[src/rtl/dhc_defines.vh]
// Constants of the debug halt control block: register offsets, bit fields and resets.
// Assumes a 32-bit Avalon-MM slave with byte addresses and one word per register.
`ifndef DHC_DEFINES_VH
`define DHC_DEFINES_VH

`define DHC_ADDR_W          4
`define DHC_OFS_RUN_CTRL    4'h0
`define DHC_OFS_STATE_RPT   4'h4
`define DHC_OFS_LOCK        4'h8

`define DHC_BIT_HALT_REQ    7
`define DHC_BIT_HALT_BRK    6
`define DHC_BIT_BRK_EN      5
`define DHC_BIT_STOP_DBG    4
`define DHC_BIT_STEP        0

`define DHC_BIT_ST_DHALT    7
`define DHC_BIT_ST_BRK      6
`define DHC_BIT_ST_HALT     5
`define DHC_BIT_ST_STOP     4
`define DHC_BIT_ST_RPROT    3
`define DHC_BIT_ST_RSVD     2
`define DHC_BIT_ST_TXFULL   1
`define DHC_BIT_ST_RXEMPTY  0

`define DHC_RUN_CTRL_RST    8'h00
`define DHC_RUN_CTRL_WMASK  8'hF1
`define DHC_LOCK_RST        1'h0
`define DHC_UNMAPPED_RD     32'h0000_0000

`endif

[src/rtl/dhc_debug_halt_control.v]
// Debug run control and state report registers with CPU halt, break and step control.
// Assumes the CPU core, clock control and serial debug link run on CLOCK; status
// inputs from them are synchronous and need no synchroniser.
//
// Notes on behaviour
// - Writing halt request one halts the CPU.
// - Halted CPU fetches nothing until released or stepped.
// - Clearing halt request resumes normal running.
// - Breakpoint with halt-on-break sets halt request.
// - Breakpoint without halt-on-break loops current instruction.
// - Breakpoint enable picks trap or breakpoint.
// - Stop-debug bit keeps clock running in stop.
// - Step bit while halted runs one instruction.
// - Step bit clears after the instruction completes.
// - Status bit 7 shows debug-halt state.
// - Break instruction sets break-reached status.
// - Writing halt request zero clears break-reached.
// - Status bit 5 shows halt mode.
// - Status bit 4 shows stop mode.
// - Status bit 3 shows read protection on.
// - Reserved status bit 2 reads zero.
// - Status bit 1 shows transmit holding full.
// - Status bit 0 shows receive holding empty.
// - CPU writes blocked while debug lock set.
//
// Our own choices: the register offsets and the Avalon-MM slave port.
`timescale 1ns/100ps
`include "dhc_defines.vh"

module dhc_debug_halt_control
(
  CLOCK,
  RST_N,
  AVS_ADDRESS,
  AVS_READ,
  AVS_WRITE,
  AVS_WRITEDATA,
  AVS_BYTEENABLE,
  AVS_READDATA,
  AVS_WAITREQUEST,
  HOST_ACCESS,
  BRK_INSN,
  HW_BREAK,
  INSN_DONE,
  CPU_IN_HALT,
  CPU_IN_STOP,
  READ_PROTECT_ON,
  TX_HOLDING_FULL,
  RX_HOLDING_EMPTY,
  FETCH_ENABLE,
  LOOP_ON_BREAK,
  ILLEGAL_TRAP,
  STOP_CLOCK_RUN
);

  input  wire        CLOCK;
  input  wire        RST_N;
  input  wire [3:0]  AVS_ADDRESS;
  input  wire        AVS_READ;
  input  wire        AVS_WRITE;
  input  wire [31:0] AVS_WRITEDATA;
  input  wire [3:0]  AVS_BYTEENABLE;
  output reg  [31:0] AVS_READDATA;
  output reg         AVS_WAITREQUEST;
  input  wire        HOST_ACCESS;
  input  wire        BRK_INSN;
  input  wire        HW_BREAK;
  input  wire        INSN_DONE;
  input  wire        CPU_IN_HALT;
  input  wire        CPU_IN_STOP;
  input  wire        READ_PROTECT_ON;
  input  wire        TX_HOLDING_FULL;
  input  wire        RX_HOLDING_EMPTY;
  output reg         FETCH_ENABLE;
  output reg         LOOP_ON_BREAK;
  output reg         ILLEGAL_TRAP;
  output reg         STOP_CLOCK_RUN;

  ////////////////////////////////////////////////////////////////////////////////
  // Bus slave: each access waits one cycle, then is answered.

  reg         ack_q;
  reg         ack_d;
  reg         wait_d;
  reg  [7:0]  ctrl_q;
  reg  [7:0]  ctrl_d;
  reg         lock_q;
  reg         lock_d;
  reg         brk_seen_q;
  reg         brk_seen_d;
  reg         step_run_q;
  reg         step_run_d;
  reg         loop_q;
  reg         loop_d;
  reg         fetch_d;
  reg         loop_out_d;
  reg         trap_d;
  reg         stop_run_d;
  reg  [31:0] rd_d;
  reg  [31:0] rd_hold_d;
  wire        req;
  wire        wr_go;
  wire        sel_ctrl;
  wire        sel_lock;
  wire        wr_ctrl;
  wire        wr_lock;
  wire        wr_pass;
  wire        halt_req;
  wire        halt_brk;
  wire        brk_en;
  wire        stop_dbg;
  wire        step_bit;
  wire        bp_event;
  wire        bp_source;
  wire        brk_break;
  wire        hw_break;
  wire        step_start;
  wire        step_end;
  wire [7:0]  status;

  assign req      = AVS_READ | AVS_WRITE;
  assign wr_go    = AVS_WRITE & ack_q;
  assign sel_ctrl = (AVS_ADDRESS == `DHC_OFS_RUN_CTRL);
  assign sel_lock = (AVS_ADDRESS == `DHC_OFS_LOCK);
  // Lock blocks CPU writes; the debug host (HOST_ACCESS) may still write.
  assign wr_pass  = ~lock_q | HOST_ACCESS;
  assign wr_ctrl  = wr_go & sel_ctrl & AVS_BYTEENABLE[0] & wr_pass;
  assign wr_lock  = wr_go & sel_lock & AVS_BYTEENABLE[0] & wr_pass;

  // Field views of the run control register.
  assign halt_req = ctrl_q[`DHC_BIT_HALT_REQ];
  assign halt_brk = ctrl_q[`DHC_BIT_HALT_BRK];
  assign brk_en   = ctrl_q[`DHC_BIT_BRK_EN];
  assign stop_dbg = ctrl_q[`DHC_BIT_STOP_DBG];
  assign step_bit = ctrl_q[`DHC_BIT_STEP];

  always @*
  begin
    ack_d  = req & ~ack_q;
    wait_d = ~(req & ~ack_q);
  end

  always @(posedge CLOCK)
  begin
    if (!RST_N)
    begin
      ack_q           <= 1'h0;
      AVS_WAITREQUEST <= 1'h1;
    end
    else
    begin
      ack_q           <= ack_d;
      AVS_WAITREQUEST <= wait_d;
    end
  end

  ////////////////////////////////////////////////////////////////////////////////
  // Breakpoint routing: with breakpoints disabled both sources trap instead.

  assign bp_source = BRK_INSN | HW_BREAK;
  assign brk_break = BRK_INSN & brk_en;
  assign hw_break  = HW_BREAK & brk_en;
  assign bp_event  = brk_break | hw_break;

  always @*
  begin
    trap_d = bp_source & ~brk_en;
  end

  always @(posedge CLOCK)
  begin
    if (!RST_N)
      ILLEGAL_TRAP <= 1'h0;
    else
      ILLEGAL_TRAP <= trap_d;
  end

  ////////////////////////////////////////////////////////////////////////////////
  // Run control register. Reserved bits 3:1 are not stored and read zero.

  assign step_start = halt_req & step_bit & ~step_run_q & ~INSN_DONE;
  assign step_end   = step_run_q & INSN_DONE;

  always @*
  begin
    ctrl_d = ctrl_q;
    if (wr_ctrl)
      ctrl_d = AVS_WRITEDATA[7:0] & `DHC_RUN_CTRL_WMASK;
    if (bp_event & halt_brk)
      ctrl_d[`DHC_BIT_HALT_REQ] = 1'h1;
    // A step ends after one instruction and leaves halt request set.
    if (step_end & ~(wr_ctrl & AVS_WRITEDATA[`DHC_BIT_STEP]))
      ctrl_d[`DHC_BIT_STEP] = 1'h0;
  end

  always @(posedge CLOCK)
  begin
    if (!RST_N)
      ctrl_q <= `DHC_RUN_CTRL_RST;
    else
      ctrl_q <= ctrl_d;
  end

  always @*
  begin
    lock_d = lock_q;
    if (wr_lock)
      lock_d = AVS_WRITEDATA[0];
  end

  always @(posedge CLOCK)
  begin
    if (!RST_N)
      lock_q <= `DHC_LOCK_RST;
    else
      lock_q <= lock_d;
  end

  ////////////////////////////////////////////////////////////////////////////////
  // Fetch gating: halted CPU fetches only while a single step is in flight.

  always @*
  begin
    step_run_d = step_run_q;
    if (step_end)
      step_run_d = 1'h0;
    else if (step_start)
      step_run_d = 1'h1;
  end

  always @*
  begin
    fetch_d = ~halt_req | (step_run_q & ~INSN_DONE);
  end

  always @(posedge CLOCK)
  begin
    if (!RST_N)
    begin
      step_run_q   <= 1'h0;
      FETCH_ENABLE <= 1'h1;
    end
    else
    begin
      step_run_q   <= step_run_d;
      FETCH_ENABLE <= fetch_d;
    end
  end

  // Loop on the breakpoint until halt-on-break is set or breakpoint enable is cleared.
  always @*
  begin
    loop_d = loop_q;
    if (halt_brk | ~brk_en)
      loop_d = 1'h0;
    else if (bp_event)
      loop_d = 1'h1;
    loop_out_d = loop_q | (bp_event & ~halt_brk);
  end

  always @(posedge CLOCK)
  begin
    if (!RST_N)
    begin
      loop_q        <= 1'h0;
      LOOP_ON_BREAK <= 1'h0;
    end
    else
    begin
      loop_q        <= loop_d;
      LOOP_ON_BREAK <= loop_out_d;
    end
  end

  always @*
  begin
    stop_run_d = stop_dbg;
  end

  always @(posedge CLOCK)
  begin
    if (!RST_N)
      STOP_CLOCK_RUN <= 1'h0;
    else
      STOP_CLOCK_RUN <= stop_run_d;
  end

  ////////////////////////////////////////////////////////////////////////////////
  // Break-reached flag: a new break wins over the clear.

  always @*
  begin
    brk_seen_d = brk_seen_q;
    if (BRK_INSN)
      brk_seen_d = 1'h1;
    else if (wr_ctrl & ~AVS_WRITEDATA[`DHC_BIT_HALT_REQ])
      brk_seen_d = 1'h0;
  end

  always @(posedge CLOCK)
  begin
    if (!RST_N)
      brk_seen_q <= 1'h0;
    else
      brk_seen_q <= brk_seen_d;
  end

  ////////////////////////////////////////////////////////////////////////////////
  // State report and read data.

  assign status[`DHC_BIT_ST_DHALT]   = halt_req & ~step_run_q;
  assign status[`DHC_BIT_ST_BRK]     = brk_seen_q;
  assign status[`DHC_BIT_ST_HALT]    = CPU_IN_HALT;
  assign status[`DHC_BIT_ST_STOP]    = CPU_IN_STOP;
  assign status[`DHC_BIT_ST_RPROT]   = READ_PROTECT_ON;
  assign status[`DHC_BIT_ST_RSVD]    = 1'h0;
  assign status[`DHC_BIT_ST_TXFULL]  = TX_HOLDING_FULL;
  assign status[`DHC_BIT_ST_RXEMPTY] = RX_HOLDING_EMPTY;

  always @*
  begin
    rd_d = `DHC_UNMAPPED_RD;
    case (AVS_ADDRESS)
      `DHC_OFS_RUN_CTRL:  rd_d = {24'h00_0000, ctrl_q};
      `DHC_OFS_STATE_RPT: rd_d = {24'h00_0000, status};
      `DHC_OFS_LOCK:      rd_d = {31'h0000_0000, lock_q};
      default:            rd_d = `DHC_UNMAPPED_RD;
    endcase
  end

  // Read data is captured in the waiting cycle and stands through the answer.
  always @*
  begin
    rd_hold_d = AVS_READDATA;
    if (AVS_READ & ~ack_q)
      rd_hold_d = rd_d;
  end

  always @(posedge CLOCK)
  begin
    if (!RST_N)
      AVS_READDATA <= `DHC_UNMAPPED_RD;
    else
      AVS_READDATA <= rd_hold_d;
  end

endmodule

[config.mk]
export PLATFORM = sky130hd
export DESIGN_NAME = dhc_debug_halt_control
export DESIGN_NICKNAME = d
export VERILOG_FILES = /design/src/rtl/dhc_debug_halt_control.v
export VERILOG_INCLUDE_DIRS = /design/src /design/src/rtl
export SDC_FILE = /design/constraint.sdc
export NUM_CORES = 1
export LEC_CHECK = 0
export BUFFER_PORTS_ARGS = -buffer_cell sky130_fd_sc_hd__buf_2
export CORE_ASPECT_RATIO = 1.2
export CORE_UTILIZATION = 40
export CTS_BUF_LIST = sky130_fd_sc_hd__clkbuf_2 sky130_fd_sc_hd__clkbuf_4 sky130_fd_sc_hd__clkbuf_8
export CTS_CLUSTER_SIZE = 10
export DETAILED_ROUTE_END_ITERATION = 12
export PLACE_DENSITY = 0.79
export SLEW_MARGIN = 20
export SYNTH_ARGS = -nofsm -noshare
export SYNTH_HDL_FRONTEND = slang
export SYNTH_SLANG_ARGS = --single-unit
[constraint.sdc]
create_clock -name CLOCK -period 1.8 [get_ports CLOCK]
set_input_delay 0.09 -clock CLOCK [delete_from_list [all_inputs] [get_ports CLOCK]]
set_output_delay 0.09 -clock CLOCK [all_outputs]
set_load 0.02 [all_outputs]
Word-level counts from Yosys, hierarchy flattened
Cells that the tools add are included.

Add/sub/neg operators: 0. Multipliers: 0. Div/mod/pow operators: 0. $lt $le $gt $ge: 0. Equal/unequal tests: 2. Shifts and indexed selects: 0. Multiplexer cells: 5. Bitwise logic cells: 41. Reductions and logical operators: 6.

Operators by type and width (count): $pmux W8 S3 (1); $and A1 B1 Y1 (23); $not A1 Y1 (11); $mux W8 (1); $or A1 B1 Y1 (7); $reduce_or A2 Y1 (3); $eq A4 B3 Y1 const B (1); $eq A4 B4 Y1 const B (1); $logic_not A4 Y1 (1); $reduce_bool A2 Y1 (2); $mux W1 (3).

Register bits after elaboration: 47. Bits in latches: 0. Bits in writable memories: 0. Memory bits (read-only): 0. Bits of input ports: 53. Output and inout bits: 37. Memories: 0.

Longest topological paths before layout
Depth in word-level cells: 8. Depth in mapped cells: 5. Mapped depth without buffers: 4.

Least setup slack after synthesis
Ideal clock, no wire load.

Path kind: register to register. Start point: reg ack_q. End point: reg AVS_READDATA[7]. Setup time: 0.066 ns. Arrival: 1.186 ns. Required time: 1.734 ns. Setup slack: 0.548 ns. Cell stages (with the launch flop): 6. Buffers on the path: 1. Path through: dfxtp_1 > nand2b_1 > clkbuf_1 > nor4_2 > a32oi_1 > nor2b_1.

Cells in the longest elaborated chain, start to end: 2.

Ends and longest elaborated chain: start: declaration (line dhc_debug_halt_control.v:82) `reg ack_q;`; start signal: assignment (line dhc_debug_halt_control.v:152) `ack_q <= ack_d;`; $not A1 Y1 (line dhc_debug_halt_control.v:335) `if (AVS_READ & ~ack_q)`; $and A1 B1 Y1 (line dhc_debug_halt_control.v:335); end signal: assignment (line dhc_debug_halt_control.v:342) `` AVS_READDATA <= `DHC_UNMAPPED_RD; ``; end signal: assignment (line dhc_debug_halt_control.v:344) `AVS_READDATA <= rd_hold_d;`; end: declaration (line dhc_debug_halt_control.v:63) `output reg [31:0] AVS_READDATA;`.

No other way between the ends. A chain may end at the register's enable or synchronous reset.

Worst setup path after layout
Start point: reg ack_q. End point: reg AVS_READDATA[0].

Same word-level chain as after synthesis.

==> out/results.ini <==
[run_status]
status = finished clean

[timing]
rsz0062_at_grt = false
final.period_utilization_pct = 75.7
setup_viol = 0
layout_min_cycle_time_ns = 1.36
max_freq_mhz = 734
slew_viol_final = 0
tns_ns = 0
fin_skew_ns = 0.00129
finalHoldViolCount = 0

[clocking]
clk_latency_ns = 0.30
htreeDepth = 1
cts_inserted_buffers = 3
cts.sink_count = 22
path_clk_slew_ns = 0.11
clockBufferDepth = 2
cts_resized = 0
cts_tree = done
clock-root-buffer = clkbuf_4

[run]
max-cap-violations = 0

[setup_path]
path_cells = nand2b_1 > a2111oi_0 > a22oi_1 > nor2b_1
crit_fanout = 9
crit_family = compound AO/OA/AOI/OAI gates
critPathSlowestCell = a2111oi_0
arrival_ns = 1.61
path_buf_inv = 0
path_class = register to register
required_ns = 2.05
startpoint_type = register
slowest_delay_ns = 0.43
end_kind = register

[floorplan]
initial_core_util_pct = 43.0
dieArea_um2 = 3010
rows = 20
die_h_um = 59.9
io_pins = 90
core-area_um2 = 2600
die_w_um = 50.3

[synthesis]
synth_top_family_by_area = simple AND/OR/NAND/NOR gates
ys_ff_latch = 22
synthSimpleGateAreaFrac_pct = 20.6
syn_inst = 114
synth_xor_area_share_pct = 0
synth_area_per_cell_um2 = 9.81
synth.cell_area_um2 = 1120
ys_types = 33
synthMuxAreaShare_pct = 7.49
synth_compound_area_share_pct = 12.4
synth_adder_area_share_pct = 0
synth_seq_area_share_pct = 39.4
yosysWarningCount = 0

[hold_path]
hold_path.class = input port to register

[cells_and_area]
syn_to_final_growth_pct = 11.7
antenna_cells = 0
nNetsFinal = 203
drive_gt1_share_pct = 30.4
final_area_um2 = 1250
stdcell_count = 181

[global_route]
grt_start_max_net_pins = 22
track_usage_pct = 14.7
grt_overflow = 0
antenna_found_initial = 0
grt_pass1_wl_um = 3300
first_global_vias = 770

[pwr]
finalPower_uw = 843
p_per_area_nw_per_um2 = 674
p_leak_uw = 0.000541
max-vdd-ir-drop_mv = 0.430

[route]
wl_per_cell_um = 11.2
drc = 0
drtIter0Drc = 18
drt_first_pass_iters = 4
drtAntennaViolNets = 0
avgViaCountPerCell = 4.55
num_vias = 824
wl_um = 2020

[place]
dp_hpwl_um = 1550
gp_congestion = 0.685
placed_cell_area_um2 = 1220
placed_cells = 177
port_buffers = 34

cells by family (layout without fill, tap and decap cells):
group	count (synthesis)	in the layout
multiplexers	8	8
buffers and inverters	32	42
flip-flops	22	22
AND/OR/NAND/NOR	33	33
AO/OA/AOI/OAI	18	18
other	1	25
Yosys cell counts:
library cell  instances  share of area [%]
a22oi_1               4                2.7
inv_1                 3                1.0
buf_6                 1                1.0
mux2i_1               5                4.5
o211ai_1              2                1.3
nand3b_1              1               0.67
conb_1                1               0.34
o21ai_0               1               0.45
nand2_1               3                1.0
nor3_1                1               0.45
and2b_1               1               0.67
dfxtp_1              22                 39
o211a_1               1               0.89
nor3b_1               3                2.0
nor4_2                2                2.2
o21a_1                1               0.67
a32oi_1               3                2.3
nor3b_4               1                1.7
a21oi_1               2               0.89
nand3_1               1               0.45
nor4bb_1              2                1.8
nand2b_1              1               0.56
nor2b_1              12                6.7
and3b_1               1               0.78
buf_4                25                 17
and2_1                1               0.56
a21boi_1              1               0.67
mux2_2                3                3.0
clkbuf_1              3                1.0
a2111oi_0             1               0.78
nor2_1                3                1.0
a221o_2               1                1.0
a21boi_0              1               0.67
metrics by stage:
stage | hold slack [ns] | utilization [%] | setup slack (ns)
after floorplan | 0.166 | - | 0.548
after global placement | 0.287 | 46.8 | 0.358
after detailed placement | 0.297 | 46.8 | 0.315
after CTS | 0.0426 | 48.0 | 0.444
after global routing | 0.0444 | 48.0 | 0.351
final | 0.0457 | 48.0 | 0.438
what timing repair did:
item / CTS / global route
endpoints found under the hold margin: 2 / 0
setup buffers: 0 / 0
hold buffers: 1 / 0
endpoints found under the setup margin: 0 / 0
where the power goes:
| group | total, uW | switching [uW] | internal, uW |
|---|---|---|---|
| Clock | 214 | 136 | 78.1 |
| Sequential | 498 | 3.35 | 495 |
| Combinational | 131 | 89.6 | 41.5 |
| Total | 843 | 229 | 614 |
flip-flops by register name, summed over array words and instances (netlist names):
name,flops
AVS_READDATA,7
AVS_WAITREQUEST,1
FETCH_ENABLE,1
ILLEGAL_TRAP,1
LOOP_ON_BREAK,1
STOP_CLOCK_RUN,1
ack_q,1
brk_seen_q,1
ctrl_q,5
lock_q,1
loop_q,1
step_run_q,1
cells in the final DEF (no fill, tap or decap), types with 2 or more instances in the layout:
| cell type | netlist | layout |
|---|---|---|
| dfxtp_1 | 22 | 22 |
| nor2_1 | 3 | 3 |
| a32oi_1 | 3 | 3 |
| nor3b_1 | 3 | 3 |
| nor4bb_1 | 2 | 2 |
| clkbuf_4 | 0 | 3 |
| a21oi_1 | 2 | 2 |
| conb_1 | 1 | 25 |
| inv_1 | 3 | 3 |
| nor4_2 | 2 | 2 |
| buf_2 | 0 | 34 |
| mux2i_1 | 5 | 5 |
| a22oi_1 | 4 | 4 |
| o211ai_1 | 2 | 2 |
| mux2_2 | 3 | 3 |
| nor2b_1 | 12 | 12 |
| nand2_1 | 3 | 3 |
area by class of cell:
class                      count  area (um2)
clock buffer                   3        22.5
fill                         258        1350
inverter                       3        11.3
multi-input combinational     84         547
sequential                    22         440
tap                           33        41.3
timing repair buffer          36         188
per-layer routing:
metal / global-route usage (%) / wire length [um] / vias up
met1: 16.3 / 846 / 375
met4: 7.35 / 26 / 0
met2: 25.9 / 1010 / 32
li1: - / - / 413
met5: 0 / 0 / -
met3: 3.56 / 133 / 4
tightest hold or removal path, stage by stage:
cell and delay [ns]:
buf_2 0.10, nand2_1 0.04, a21boi_0 0.07
path summary, 6_finish.rpt:
| kind | to | slack (ns) | depth (start not counted) | start |
|---|---|---|---|---|
| min | ctrl_q[0] | 0.05 | 3 | AVS_WRITEDATA[0] |
| max | AVS_READDATA[0] | 0.44 | 4 | ack_q |
| max reg2reg | AVS_READDATA[0] | 0.44 | 4 | ack_q |
| min reg2reg | FETCH_ENABLE | 0.46 | 1 | ctrl_q[7] |
No activity file was read; power rests on OpenSTA's default activity.
